<file path="src/hdl/psw_pkg.sv">
/*
  Shared constants, register map and carrier types of the program
  space window. Assumes one core clock and a synchronous reset.
*/
package psw_pkg;

  // ---------------------------------------------------------------
  // Widths
  // ---------------------------------------------------------------
  localparam int DATA_W  = 16;
  localparam int PWORD_W = 24;
  localparam int PAGE_W  = 8;
  localparam int LOW_W   = 15;
  localparam int PADDR_W = PAGE_W + LOW_W;
  localparam int WB_AW   = 8;
  localparam int WB_DW   = 32;
  localparam int CNT_W   = 2;

  // ---------------------------------------------------------------
  // Field positions
  // ---------------------------------------------------------------
  localparam int WIN_BIT      = 15;  // Top effective address bit
  localparam int EN_BIT       = 2;   // Window enable in core_control
  localparam int STAT_BUSY    = 0;
  localparam int STAT_LASTWIN = 1;
  localparam int STAT_CNT_LSB = 16;

  // ---------------------------------------------------------------
  // Register offsets and reset values
  // ---------------------------------------------------------------
  localparam logic [WB_AW-1:0] ADR_CORE_CTRL = 8'h00;
  localparam logic [WB_AW-1:0] ADR_PAGE_SEL  = 8'h04;
  localparam logic [WB_AW-1:0] ADR_STATUS    = 8'h08;
  localparam logic [15:0]      RST_CORE_CTRL = 16'h0000;
  localparam logic [7:0]       RST_PAGE_SEL  = 8'h00;

  // ---------------------------------------------------------------
  // Extra instruction cycles of a window read
  // ---------------------------------------------------------------
  localparam logic [CNT_W-1:0] EXTRA_MOVE     = 2'h1;
  localparam logic [CNT_W-1:0] EXTRA_OTHER    = 2'h2;
  localparam logic [CNT_W-1:0] EXTRA_RPT_EDGE = 2'h2;
  localparam logic [CNT_W-1:0] EXTRA_RPT_MID  = 2'h0;

  // ---------------------------------------------------------------
  // Carriers and states
  // ---------------------------------------------------------------
  typedef struct packed {
    logic             cyc;
    logic             stb;
    logic             we;
    logic [WB_AW-1:0] adr;
    logic [3:0]       sel;
    logic [WB_DW-1:0] dat;
  } psw_wb_req_t;

  typedef struct packed {
    logic              valid;
    logic [DATA_W-1:0] ea;
    logic              op_move;
    logic              in_repeat;
    logic              rpt_first;
    logic              rpt_last;
    logic              rpt_int_exit;
    logic              rpt_int_resume;
    logic              tbl_busy;
  } psw_rd_req_t;

  typedef enum logic [1:0] {ST_IDLE, ST_FETCH, ST_EXTRA, ST_DONE} psw_state_t;

endpackage : psw_pkg

</file>
<file path="src/hdl/psw_extra_cnt.sv">
/*
  Down counter for the extra instruction cycles of a window read.
  Assumes load is a one-cycle pulse from the window sequencer.
*/
`timescale 1ns/1ps
module psw_extra_cnt
  import psw_pkg::*;
#(
  parameter int W = CNT_W
) (
  // Clock and reset
  input  wire logic         mclk,
  input  wire logic         rstn,
  // Control
  input  wire logic         load,
  input  wire logic [W-1:0] count,
  // Status
  output logic              busy,
  output logic              last
);

  initial begin
    if (W < 2) $error("psw_extra_cnt: W must be at least 2");
  end

  logic [W-1:0] cnt;
  logic [W-1:0] next_cnt;

  // Load or count down to zero
  always_comb begin
    next_cnt = cnt;
    if (load) begin
      next_cnt = count;
    end else if (cnt != '0) begin
      next_cnt = cnt - 1'b1;
    end
  end

  // Counter register
  always_ff @(posedge mclk) begin
    if (!rstn) begin
      cnt <= '0;
    end else begin
      cnt <= next_cnt;
    end
  end

  assign busy = (cnt != '0);
  assign last = (cnt == W'(1));

endmodule : psw_extra_cnt

</file>
<file path="src/hdl/psw_regs.sv">
/*
  Wishbone classic slave holding core_control, program_page_select
  and the read-only status word. Assumes the master holds a request
  until it samples ack.
*/
`timescale 1ns/1ps
module psw_regs
  import psw_pkg::*;
(
  // Clock and reset
  input  wire logic               mclk,
  input  wire logic               rstn,
  // Wishbone slave
  input  wire psw_wb_req_t        wb_req,
  output logic [WB_DW-1:0]        wb_dat_o,
  output logic                    wb_ack_o,
  // Register fields
  output logic                    window_enable,
  output logic [PAGE_W-1:0]       page_select,
  input  wire logic [WB_DW-1:0]   status
);

  logic [15:0]       core_control;
  logic [15:0]       next_core_control;
  logic [PAGE_W-1:0] next_page_select;
  logic [WB_DW-1:0]  next_dat;
  logic              next_ack;
  logic              take;

  assign take = wb_req.cyc && wb_req.stb && !wb_ack_o;

  // Decode, write lanes and read mux
  always_comb begin
    next_core_control = core_control;
    next_page_select  = page_select;
    next_dat          = '0;
    next_ack          = take;
    if (take) begin
      unique case (wb_req.adr)
        ADR_CORE_CTRL: begin
          next_dat = {16'h0000, core_control};
          if (wb_req.we && wb_req.sel[0]) next_core_control[7:0] = wb_req.dat[7:0];
          if (wb_req.we && wb_req.sel[1]) next_core_control[15:8] = wb_req.dat[15:8];
        end
        ADR_PAGE_SEL: begin
          next_dat = {24'h000000, page_select};
          if (wb_req.we && wb_req.sel[0]) next_page_select = wb_req.dat[PAGE_W-1:0];
        end
        ADR_STATUS: begin
          next_dat = status;
        end
        default: begin
          next_dat = '0;
        end
      endcase
    end
  end

  // Register state
  always_ff @(posedge mclk) begin
    if (!rstn) begin
      core_control <= RST_CORE_CTRL;
      page_select  <= RST_PAGE_SEL;
      wb_dat_o     <= '0;
      wb_ack_o     <= 1'b0;
    end else begin
      core_control <= next_core_control;
      page_select  <= next_page_select;
      wb_dat_o     <= next_dat;
      wb_ack_o     <= next_ack;
    end
  end

  assign window_enable = core_control[EN_BIT];
endmodule : psw_regs

</file>
<file path="src/hdl/psw_window_map.sv">
/*
  Program space window: maps data reads at the top half of the data
  space onto a selected page of program memory. Assumes the core
  holds its read request stable while core_stall is high, and that
  the program fetch port answers with prog_ack zero or more cycles later.
*/
// Behaviour
// - Window read only when top address bit and enable bit 2 set.
// - Data addresses 8000h and upward map onto the selected program page.
// - Eight-bit page select register picks one of 256 pages.
// - Program address is page select above low fifteen address bits.
// - Low fifteen data address bits pass unchanged to program address.
// - Window read lengthens the instruction by extra cycles.
// - Window read returns the low sixteen bits of the program word.
// - A new window fetch waits while a table read or write runs.
// - Outside repeat loops, move ops take one extra cycle.
// - Outside repeat loops, other ops take two extra cycles.
// - Repeat first, last, interrupt exit and resume add two cycles.
// - Other repeat iterations complete with no extra cycle.
`timescale 1ns/1ps
module psw_window_map
  import psw_pkg::*;
(
  // Clock and reset
  input  wire logic               mclk,
  input  wire logic               rstn,
  // Wishbone slave
  input  wire psw_wb_req_t        wb_req,
  output logic [WB_DW-1:0]        wb_dat_o,
  output logic                    wb_ack_o,
  // Core data read side
  input  wire psw_rd_req_t        rd_req,
  output logic                    win_sel,
  output logic                    core_stall,
  output logic                    rd_done,
  output logic [DATA_W-1:0]       rd_data,
  // Program fetch side
  output logic                    prog_req,
  output logic [PADDR_W-1:0]      prog_addr,
  input  wire logic               prog_ack,
  input  wire logic [PWORD_W-1:0] prog_rdata
);

  // ---------------------------------------------------------------
  // Declarations
  // ---------------------------------------------------------------
  psw_state_t          state;
  psw_state_t          next_state;
  logic [PADDR_W-1:0]  next_prog_addr;
  logic [DATA_W-1:0]   next_rd_data;
  logic                last_win;
  logic                next_last_win;
  logic [15:0]         win_count;
  logic [15:0]         next_win_count;
  logic                window_enable;
  logic [PAGE_W-1:0]   page_select;
  logic [WB_DW-1:0]    status;
  logic [CNT_W-1:0]    extra;
  logic                cnt_load;
  logic                cnt_busy;
  logic                cnt_last;
  logic                rpt_edge;
  logic                hit;

  // ---------------------------------------------------------------
  // Registers over Wishbone
  // ---------------------------------------------------------------
  // Status word: busy, kind of last read and completed window reads
  always_comb begin
    status                     = '0;
    status[STAT_BUSY]          = (state != ST_IDLE);
    status[STAT_LASTWIN]       = last_win;
    status[STAT_CNT_LSB +: 16] = win_count;
  end

  psw_regs u_regs (
    .mclk          (mclk),
    .rstn          (rstn),
    .wb_req        (wb_req),
    .wb_dat_o      (wb_dat_o),
    .wb_ack_o      (wb_ack_o),
    .window_enable (window_enable),
    .page_select   (page_select),
    .status        (status)
  );

  // ---------------------------------------------------------------
  // Window decode and extra cycles
  // ---------------------------------------------------------------
  // window routing
  assign hit = rd_req.valid && rd_req.ea[WIN_BIT] && window_enable;
  assign win_sel = hit;

  assign rpt_edge = rd_req.rpt_first || rd_req.rpt_last
                 || rd_req.rpt_int_exit || rd_req.rpt_int_resume;

  // Extra cycles chosen from the operation and loop position
  always_comb begin
    if (rd_req.in_repeat) begin
      extra = rpt_edge ? EXTRA_RPT_EDGE : EXTRA_RPT_MID;
    end else begin
      extra = rd_req.op_move ? EXTRA_MOVE : EXTRA_OTHER;
    end
  end

  psw_extra_cnt #(
    .W (CNT_W)
  ) u_extra (
    .mclk  (mclk),
    .rstn  (rstn),
    .load  (cnt_load),
    .count (extra),
    .busy  (cnt_busy),
    .last  (cnt_last)
  );

  // ---------------------------------------------------------------
  // Window read sequencer
  // ---------------------------------------------------------------
  // A fetch already issued runs to its end even if a table operation
  // starts; only a new window fetch waits for the table to finish.
  // Extra cycles are counted from the fetch answer, so a slow program
  // memory lengthens the read on top of them.
  // Next state, fetch address and captured data
  always_comb begin
    next_state     = state;
    next_prog_addr = prog_addr;
    next_rd_data   = rd_data;
    next_last_win  = last_win;
    next_win_count = win_count;
    cnt_load       = 1'b0;
    unique case (state)
      ST_IDLE: begin
        if (hit && !rd_req.tbl_busy) begin
          next_prog_addr = {page_select, rd_req.ea[LOW_W-1:0]};
          next_state     = ST_FETCH;
        end
      end
      ST_FETCH: begin
        if (prog_ack) begin
          next_rd_data   = prog_rdata[DATA_W-1:0];
          cnt_load       = 1'b1;
          next_state     = (extra == '0) ? ST_DONE : ST_EXTRA;
        end
      end
      ST_EXTRA: begin
        if (cnt_last) next_state = ST_DONE;
      end
      ST_DONE: begin
        next_last_win  = 1'b1;
        next_win_count = win_count + 16'h0001;
        next_state     = ST_IDLE;
      end
    endcase
    if (rd_req.valid && !hit && state == ST_IDLE) next_last_win = 1'b0;
  end

  // Sequencer registers
  always_ff @(posedge mclk) begin
    if (!rstn) begin
      state     <= ST_IDLE;
      prog_addr <= '0;
      rd_data   <= '0;
      last_win  <= 1'b0;
      win_count <= 16'h0000;
    end else begin
      state     <= next_state;
      prog_addr <= next_prog_addr;
      rd_data   <= next_rd_data;
      last_win  <= next_last_win;
      win_count <= next_win_count;
    end
  end

  // Handshake outputs
  assign prog_req   = (state == ST_FETCH);
  assign rd_done    = (state == ST_DONE) || (rd_req.valid && !hit && state == ST_IDLE);
  assign core_stall = hit && (state != ST_DONE);
endmodule : psw_window_map

</file>
<file path="config.mk">
export PLATFORM = sky130hd
export DESIGN_NAME = psw_window_map
export DESIGN_NICKNAME = d
export VERILOG_FILES = /design/src/hdl/psw_pkg.sv /design/src/hdl/psw_extra_cnt.sv /design/src/hdl/psw_regs.sv /design/src/hdl/psw_window_map.sv
export SDC_FILE = /design/constraint.sdc
export NUM_CORES = 1
export LEC_CHECK = 0
export BUFFER_PORTS_ARGS = -buffer_cell sky130_fd_sc_hd__buf_2
export CAP_MARGIN = 40
export CORE_ASPECT_RATIO = 1.4
export CORE_MARGIN = 1.5
export CORE_UTILIZATION = 45
export CTS_CLUSTER_SIZE = 20
export DETAILED_ROUTE_END_ITERATION = 7
export PLACE_DENSITY = 0.79
export SETUP_SLACK_MARGIN = 0.05
export SLEW_MARGIN = 20
export SYNTH_ARGS = -nofsm -noshare
export SYNTH_HDL_FRONTEND = slang
export SYNTH_SLANG_ARGS = --single-unit
</file>
<file path="constraint.sdc">
create_clock -name mclk -period 3.85 [get_ports mclk]
set_input_delay 0.385 -clock mclk [delete_from_list [all_inputs] [get_ports mclk]]
set_output_delay 0.385 -clock mclk [all_outputs]
set_load 0.03 [all_outputs]
</file>
==> metrics.md, run 1 <==
| Metric | Value |
|---|---|
| DRC Markers | `0` |
| Clk buf depth | `2` |
| Clock Power Share | `52.6%` |
| Clk sinks | `117` |
| Critical path class | `register to register` |
| Worst r2r path cells | `4` |
| RR Startpoint | `state[1]` |
| Unrepaired setup endpoints after global routing | `no` |
| Number of cells after detailed placement | `roughly 750` |
| Inserted Clock Buffers | `17` |
| Post-route ant nets | `0` |
| Port Buffer Count | `147` |
| Share of layout cells above drive strength 1 | `between 20% and 30%` |
| Core ar. | `9560 sq um` |
| Worst setup path start | `state[1]` |
| Fin crit share | `a little over half` |
| Register area | `~2300 sq um` |
| Yosys top cell area share | `52.5%` |
| CTS tree | `done` |
| Nets | `738` |
| GP Congestion | `between 0.7 and 0.8` |
| Fmax achieved | `roughly 0.48 GHz` |
| Area grow syn2layout | `31.5%` |
| Synthesized area | `4460 sq um` |
| Final setup vio count | `0` |
| Crit path required time | `between 4000 and 5000 ps` |
| Dpl cell area | `5280 sq um` |
| Post-synth EDFFs | `0` |
| Vias in the first global route | `3666` |
| Initial antenna violation count | `0` |
| Crit end category | `register` |
| Hold-fix buffers, CTS | `0` |
| Setup TNS | `0 ps` |
| Global Route Usage Sum | `approximately a fifth` |
| Post-route cell area | `around 5900 sq um` |
| Number of placement rows | `42` |
| Flops & latches, synth | `about 120` |
| Min Tclk post-route | `between 2000 and 2500 ps` |
| Die Area | `about 11000 sq um` |
| Non-filler cells, final | `778` |
| Share of async-settable or async-resettable flops after synthesis | `0%` |
| Die Span Y | `121 um` |
| Hold path depth | `2` |
| Clock-pin slew on the worst setup and hold paths | `around 50 ps` |
| Cell accounting for the most synthesized area | `dfxtp_1` |
| Sw Share | `20.5%` |
| Post-CTS Resized | `0` |
| Clock skew | `approximately 7.3 ps` |
| Avg Inst Size Synth | `9.10 sq um` |
| P per Cell Area | `a little under 500 nW/um^2` |
| Top cells by area, synth | `dfxtp_1 (53%), nand2_1 (8.9%), a21boi_0 (7.1%), and2_1 (4.2%), o21ai_0 (3.5%)` |
| Sequential element share of the synthesized area | `52.5%` |
| Main synth FF type | `dfxtp_1` |
| Hold Path Origin | `rd_req[23]` |
| H-tree lvl count | `4` |
| Multi-input logic area | `around 2000 sq um` |
| Latest clock arrival within the worst-skew pair | `about 400 ps` |
| Crit path max fanout | `10` |
| # Post-CTS Setup Buffers | `0` |
| Comb power frac | `4.3%` |
| Ys Warns | `0` |
| Largest net degree at the start of global routing | `55` |
| Final slew viol count | `0` |
| Root Buffer | `clkbuf_16` |
| Detailed-route via count | `roughly 3800` |
| HPWL after DPL | `about 7000 um` |
| Final Hold Fails | `0` |
| Drt via density | `roughly 4.9` |
| HP Class | `input port to register` |
| Synth unique cells | `39` |
| Fillers | `869` |
| LEAKAGE | `between 0.002 and 0.003 uW` |
| Drt first pass iters | `4` |
| Wire length per cell | `approximately 12 um` |
| Status | `completed` |
| Pint | `2260 uW` |
| P_sw | `just under 600 uW` |
| Io pins | `~170` |
| Startpoint class of the critical path | `register` |
| Max-Cap Viols | `0` |
| Syn Inst Count | `just under 500` |
| Arr. time, crit path | `between 2000 and 2500 ps` |
| Die Wd | `around 87 um` |
| Wire length of the first global-routing pass | `about 16000 um` |
| Total length of routed wires | `~9700 um` |
| Mapped Nets | `just under 600` |
| Max_slew headroom | `47.5%` |
| Worst VDD drop | `around 330 uV` |
| Initial DRC count | `about 120` |
| GRT overflow | `0` |
| Sequential share of power | `around 43%` |
| Worst slew pin tran | `787 ps` |
| N_diodes | `0` |
| Initial core utilization | `46.6%` |
## logic make-up (layout without fill, tap and decap cells)
group | after synthesis | in the layout | synth area share [%]
fa+ha+maj | 7 | 7 | 1.96
buf+inv | 36 | 192 | 3.17
xor+xnor | 13 | 13 | 2.55
simple gates | 226 | 226 | 25.6
compound gates | 82 | 82 | 12.2
flops | 117 | 117 | 52.5
mux | 9 | 9 | 2.02
## synthesized netlist by cell type, drive strengths merged, types with 3 or more instances
cell type  instances
nand2b             3
a21boi            42
nor2              15
mux2i              9
and2              36
nor4               7
o21ai             31
nor3               5
nand2            106
buf                7
or3                3
inv               10
nand3             30
xor2               8
clkbuf            19
xnor2              5
nand4             11
dfxtp            117
ha                 7
## worst max-delay path: stages, from the launching register on
cell and delay (ps):
dfxtp_1 400, ha_1 420, nand4_1 390, nor4_1 540
o21ai_0 180
## per-layer routing
metal / vias to the layer above / wire length [um] / GRT usage (%)
met3: 22 / 493 / 5.60
met1: 1728 / 3970 / 20.9
li1: 1933 / - / -
met4: 0 / 279 / 10.4
met2: 123 / 4950 / 32.5
met5: - / 0 / 0
## path summary, 6_finish.rpt
kind                                             to  slack (ps)
worst max-delay path                  win_count[15]        1790
worst min register to register  u_regs.wb_dat_o[10]         450
worst min-delay path                       last_win         210
worst max register to register        win_count[15]        1790
## registers in the layout, summed over array words and instances (netlist names)
signal               cells
rd_data                 16
u_extra.cnt              2
last_win                 1
state                    2
u_regs.core_control     16
win_count               16
u_regs.page_select       8
u_regs.wb_dat_o         32
u_regs.wb_ack_o          1
prog_addr               23
## power by group through the flow
stage / Combinational (uW) / Clock (uW) / Sequential, uW
global route: 139 / 1570 / 1220
floorplan: 66.9 / 0 / 1250
detailed placement: 122 / 0 / 1250
global placement: 116 / 0 / 1250
CTS: 122 / 1520 / 1220
finish: 123 / 1490 / 1230
## area by class of cell
cell class | count | area share (%)
well taps | 132 | 2.82
repair buffers | 150 | 13.1
clock buffers | 23 | 7.98
multi-input cells | 337 | 33.8
flip-flops and latches | 117 | 39.9
clock inverters | 9 | 1.73
inverters | 10 | 0.640
## stage by stage
| stage | total power (uW) | hold slack (ps) | util [%] | worst slack [ps] |
|---|---|---|---|---|
| 2_1_floorplan | 1320 | 429 | - | 2100 |
| 3_3_place_gp | 1360 | 436 | 55.2 | 1730 |
| 3_5_place_dp | 1370 | 441 | 55.2 | 1680 |
| 4_1_cts | 2870 | 202 | 61.1 | 1770 |
| 5_1_grt | 2930 | 220 | 61.3 | 1580 |
| 6_report | 2840 | 212 | 61.3 | 1790 |
## layout by cell type, fill, tap and decap left out, drive strengths merged, types with 2 or more instances in the layout
cell and count:
xor2 8, nor4bb 2, o21ai 31, clkbuf 23, nand4 11, and2 36
nand2 106, nand2b 3, or3 3, o22a 2, inv 11, xnor2 5
nor4 7, nor2 15, nor3 5, dfxtp 117, ha 7, clkinv 5
mux2i 9, and4b 2, bufinv 2, a21boi 42, nand3 30, buf 150
(Power assumes the default switching activity.)
==> run 2: changes to the inputs <==
--- a/config.mk
+++ b/config.mk
@@ -9,10 +9,10 @@
 export CAP_MARGIN = 40
 export CORE_ASPECT_RATIO = 1.4
 export CORE_MARGIN = 1.5
-export CORE_UTILIZATION = 45
+export CORE_UTILIZATION = 44
 export CTS_CLUSTER_SIZE = 20
 export DETAILED_ROUTE_END_ITERATION = 7
-export PLACE_DENSITY = 0.79
+export PLACE_DENSITY = 0.8
 export SETUP_SLACK_MARGIN = 0.05
 export SLEW_MARGIN = 20
 export SYNTH_ARGS = -nofsm -noshare
==> constraint.sdc (replaced) <==
create_clock -name mclk -period 1.7 [get_ports mclk]
set_input_delay 0.17 -clock mclk [delete_from_list [all_inputs] [get_ports mclk]]
set_output_delay 0.17 -clock mclk [all_outputs]
set_load 0.03 [all_outputs]
==> metrics.md, run 2 (synthesized netlist as in run 1, its figures left out) <==
| Metric | Value |
|---|---|
| Post-route setup slack | `approximately 100 ps` |
| GP Congestion | `about 0.76` |
| Met2 usage | `35.1%` |
| Initial DRC count | `about 160` |
| Most frequent cells in the layout | `buf_2 (146), dfxtp_1 (115), nand2_1 (106)` |
| Met1 usage | `about a fifth` |
| Max-Cap Viols | `0` |
| Crit end category | `output pin` |
| Wire length per cell | `roughly 13 um` |
| H-tree lvl count | `4` |
| Hold Path Origin | `prog_rdata[6]` |
| Largest Register | `u_regs.wb_dat_o` |
| RR Startpoint | `state[0]` |
| Crit path max fanout | `4` |
| Pint | `about 5700 uW` |
| Crit path required time | `1530 ps` |
| CP Cell Sequence | `inv_4 > ha_4 > buf_6 > a31o_2 > buf_6` |
| Crit-path leading delay family | `flip-flops` |
| Status | `completed` |
| Clock-pin slew on the worst setup and hold paths | `~50 ps` |
| Fin crit share | `between 90% and 100%` |
| Arr. time, crit path | `approximately 1400 ps` |
| Total length of routed wires | `between 10000 and 15000 um` |
| Share of layout cells above drive strength 1 | `roughly a third` |
| Clock skew | `between 9 and 10 ps` |
| Registers with the most flip-flops | `u_regs.wb_dat_o: 32 flops, prog_addr: 23 flops` |
| Vias in the first global route | `3883` |
| CTS tree | `done` |
| P per Cell Area | `between 1000 and 1500 nW/um^2` |
| Register area | `between 2000 and 2500 sq um` |
| Latest clock arrival within the worst-skew pair | `410 ps` |
| Max_slew headroom | `71.3%` |
| Final setup vio count | `0` |
| Port Buffer Count | `147` |
| Die Area | `~11000 sq um` |
| Number of placement rows | `43` |
| Nets | `~770` |
| GRT overflow | `0` |
| Wire length of the first global-routing pass | `16400 um` |
| Largest net degree at the start of global routing | `56` |
| Die Wd | `~88 um` |
| Initial core utilization | `between 40% and 50%` |
| Drt via density | `between 4 and 5` |
| Sw Share | `between 10% and 20%` |
| Post-route ant nets | `0` |
| Number of cells after detailed placement | `764` |
| Clk buf depth | `2` |
| Worst VDD drop | `just over 700 uV` |
| Fmax achieved | `between 0.6 and 0.7 GHz` |
| Setup TNS | `0 ps` |
| HP Class | `input port to register` |
| Final slew viol count | `0` |
| Final Hold Fails | `0` |
| Die Span Y | `between 100 and 150 um` |
| Startpoint class of the critical path | `register` |
| P_sw | `around 1300 uW` |
| Core ar. | `~9900 sq um` |
| Inserted Clock Buffers | `17` |
| Io pins | `roughly 170` |
| Initial antenna violation count | `0` |
| Critical path class | `register to output pin` |
| Most used cell, CP | `buf_6` |
| Min Tclk post-route | `between 1500 and 2000 ps` |
| Slowest CP cell | `dfxtp_4` |
| Comb power frac | `under 10%` |
| GR peak layer | `met2` |
| N_diodes | `0` |
| Sequential share of power | `39.6%` |
| WP buf/inv | `3` |
| Area grow syn2layout | `39.8%` |
| Worst setup path start | `state[0]` |
| Global Route Usage Sum | `around a fifth` |
| Multi-input logic area | `between 2000 and 2500 sq um` |
| DRC Markers | `0` |
| Largest stage delay, worst path | `380 ps` |
| Worst slew pin tran | `between 400 and 500 ps` |
| Met3 global-route usage | `under 10%` |
| Fillers | `slightly below 900` |
| Non-filler cells, final | `a little over 800` |
| Clk sinks | `between 100 and 150` |
| Most common cell after layout, fill and taps aside | `buf_2` |
| Largest register FFs | `32` |
| Dpl ws | `90.1 ps` |
| Hold_ws | `between 10 and 15 ps` |
| HPWL after DPL | `about 7300 um` |
| Final Util | `between 60 and 70%` |
| LEAKAGE | `approximately 0.0028 uW` |
| Unrepaired setup endpoints after global routing | `yes` |
| Detailed-route via count | `approximately 3900` |
| Drt first pass iters | `4` |
| Root Buffer | `clkbuf_16` |
| Clock Power Share | `between 50% and 60%` |
[run 2: worst register-to-register path, stage by stage, from the launching register on]
cell,delay (ps)
dfxtp_4,380
ha_4,140
nand4_1,180
buf_4,210
nor4_1,300
xor2_1,100
and2_1,170
[run 2: per-layer routing]
layer  part of all wire [%]  vias up
met5                      0        -
met4                    1.7        0
met3                    5.2       15
met2                     53      105
met1                     40     1821
li1                       -     1987
[run 2: through the flow]
| step | instance area [sq um] | total power [uW] |
|---|---|---|
| floorplan | 4460 | 2980 |
| global placement | 5410 | 3100 |
| detailed placement | 5410 | 3110 |
| CTS | 6170 | 7060 |
| global route | 6230 | 7200 |
| finish | 6230 | 6990 |
[run 2: repair_timing]
item                                   CTS  global route
resized for setup                       10             7
pin swaps                                0             2
hold buffers                             5             0
buffers inserted                         2             5
endpoints found under the hold margin    5             0
setup endpoints to repair                2            10
[run 2: area by class of cell]
cell class	instances	share of cell area, %
sequential	117	37.7
multi-input combinational	337	32.3
timing repair buffer	177	16.0
clock buffer	24	7.89
clock inverter	8	2.71
tap	135	2.71
inverter	10	0.642
[run 2: power groups by stage]
| stage | clock, uW | sequential [uW] | combinational (uW) |
|---|---|---|---|
| 6_report | 3930 | 2770 | 297 |
| 5_1_grt | 4100 | 2770 | 328 |
| 4_1_cts | 3990 | 2770 | 300 |
| 3_5_place_dp | 0 | 2830 | 282 |
| 3_3_place_gp | 0 | 2830 | 271 |
| 2_1_floorplan | 0 | 2830 | 152 |
[run 2: path summary, 6_finish.rpt]
kind / end / slack [ps] / depth (start not counted)
hold reg to reg: u_regs.wb_dat_o[14] / 450 / 1
setup / recovery: rd_done / 100 / 5
hold / removal: rd_data[6] / 10 / 3
setup reg to reg: win_count[13] / 110 / 6
==> run 3: changes to the inputs <==
--- a/config.mk
+++ b/config.mk
@@ -12,7 +12,7 @@
 export CORE_UTILIZATION = 44
 export CTS_CLUSTER_SIZE = 20
 export DETAILED_ROUTE_END_ITERATION = 7
-export PLACE_DENSITY = 0.8
+export PLACE_DENSITY = 0.76
 export SETUP_SLACK_MARGIN = 0.05
 export SLEW_MARGIN = 20
 export SYNTH_ARGS = -nofsm -noshare
==> metrics.md, run 3 (synthesized netlist as in run 1, its figures left out) <==
| Metric | Value |
|---|---|
| Status | `completed` |
| Core ar. | `between 9000 and 10000 sq um` |
| Crit end category | `output pin` |
| P per Cell Area | `1100 nW/um^2` |
| Critical path class | `register to output pin` |
| Pwr Total | `~6700 uW` |
| Global Route Usage Sum | `between 10% and 20%` |
| Fillers | `between 800 and 900` |
| Unrepaired setup endpoints after global routing | `yes` |
| CTS tree | `done` |
| Pint | `between 5000 and 6000 uW` |
| Final slew viol count | `0` |
| Sw Share | `about a fifth` |
| Comb power frac | `under 10%` |
| Latest clock arrival within the worst-skew pair | `~400 ps` |
| Fmax achieved | `0.616 GHz` |
| Clock-pin slew on the worst setup and hold paths | `~50 ps` |
| Non-filler cells, final | `~800` |
| Largest net degree at the start of global routing | `a little over 100` |
| Root Buffer | `clkbuf_16` |
| Clk buf depth | `2` |
| Crit path required time | `about 1500 ps` |
| Multi-input logic area | `between 2000 and 2500 sq um` |
| Number of cells after detailed placement | `762` |
| LEAKAGE | `approximately 0.0027 uW` |
| Post-route cell area | `slightly above 6000 sq um` |
| HPWL after DPL | `approximately 7100 um` |
| Initial core utilization | `between 40% and 50%` |
| Initial DRC count | `approximately 100` |
| Share of layout cells above drive strength 1 | `32.7%` |
| GRT overflow | `0` |
| Final Hold Fails | `0` |
| Drt via density | `4.85` |
| Startpoint class of the critical path | `register` |
| Io pins | `174` |
| Largest register FFs | `32` |
| Crit path max fanout | `5` |
| GP Congestion | `between 0.7 and 0.8` |
| HP Class | `input port to register` |
| Largest Register | `u_regs.wb_dat_o` |
| Initial antenna violation count | `0` |
| P_sw | `1360 uW` |
| Sequential share of power | `between 40% and 50%` |
| Clock Power Share | `between 50% and 60%` |
| Wire length of the first global-routing pass | `roughly 16000 um` |
| Clock skew | `4.86 ps` |
| Register area | `roughly 2300 sq um` |
| H-tree lvl count | `4` |
| Most common cell after layout, fill and taps aside | `buf_2` |
| Die Area | `about 11000 sq um` |
| Setup TNS | `0 ps` |
| Dpl cell area | `5400 sq um` |
| Max_slew headroom | `68.8%` |
| Registers with the most flip-flops | `u_regs.wb_dat_o: 32 flops, prog_addr: 23 flops` |
| Inserted Clock Buffers | `17` |
| Clk sinks | `117` |
| Hold_ws | `between 10 and 15 ps` |
| Total length of routed wires | `10100 um` |
| Most frequent cells in the layout | `buf_2 (146), dfxtp_1 (115), nand2_1 (106)` |
| Number of placement rows | `between 40 and 50` |
| N_diodes | `0` |
| Detailed-route via count | `between 3000 and 4000` |
| Area grow syn2layout | `37.9%` |
| Worst slew pin tran | `464 ps` |
| Max-Cap Viols | `0` |
| Post-route ant nets | `0` |
| Fin crit share | `95.6%` |
| Min Tclk post-route | `around 1600 ps` |
| Drt first pass iters | `4` |
| Die Span Y | `roughly 120 um` |
| Arr. time, crit path | `1450 ps` |
| DRC Markers | `0` |
| Vias in the first global route | `3720` |
| Port Buffer Count | `147` |
| Final setup vio count | `0` |
| Nets | `between 700 and 800` |
| Die Wd | `88.1 um` |
| Worst VDD drop | `just over 700 uV` |
| Wire length per cell | `12.6 um` |
[run 3: power by group through the flow]
stage                     registers, uW  clock network [uW]  logic, uW
after CTS                          2770                3760        286
after floorplan                    2830                   0        152
after global placement             2830                   0        269
after detailed placement           2830                   0        276
after global routing               2770                3900        330
final                              2770                3690        286
[run 3: per-stage QoR]
stage	setup WS [ps]	utilization (%)
2_1_floorplan	58.2	-
3_3_place_gp	131	54.5
3_5_place_dp	67.8	54.5
4_1_cts	52.8	61.5
5_1_grt	2.54	62.1
6_report	75.3	62.1
[run 3: metal layers]
metal	GRT usage (%)	up-vias	routed length, um
met5	0	-	0
met4	8.01	0	155
met3	6.98	11	559
met2	34.1	109	5340
met1	21.3	1783	4080
li1	-	1986	-
[run 3: repair_timing]
item,in CTS,in global routing
endpoints found under the setup margin,1,4
endpoints found under the hold margin,3,0
hold buffers,3,0
pin swaps,0,1
gates resized for setup,10,6
buffers inserted,1,4
[run 3: layout make-up]
cell class / instances / share of cell area (%)
Clock buffer: 19 / 7.21
Clock inverter: 13 / 2.93
Inverter: 10 / 0.651
Multi-Input combinational cell: 337 / 32.8
Sequential cell: 117 / 38.2
Tap cell: 135 / 2.75
Timing Repair Buffer: 171 / 15.4
[run 3: final timing paths]
| kind | slack [ps] | startpoint | endpoint | cells after the start |
|---|---|---|---|---|
| min | 10 | rd_req[9] | prog_addr[2] | 3 |
| max reg2reg | 150 | state[0] | win_count[11] | 5 |
| min reg2reg | 450 | u_regs.core_control[9] | u_regs.wb_dat_o[9] | 1 |
| max | 80 | state[0] | rd_done | 5 |
[run 3: critical path, stage by stage, from the launching register on]
cell and delay (ps):
dfxtp_4 390, inv_4 50, ha_4 150, buf_6 120
a31o_4 210, buf_6 130
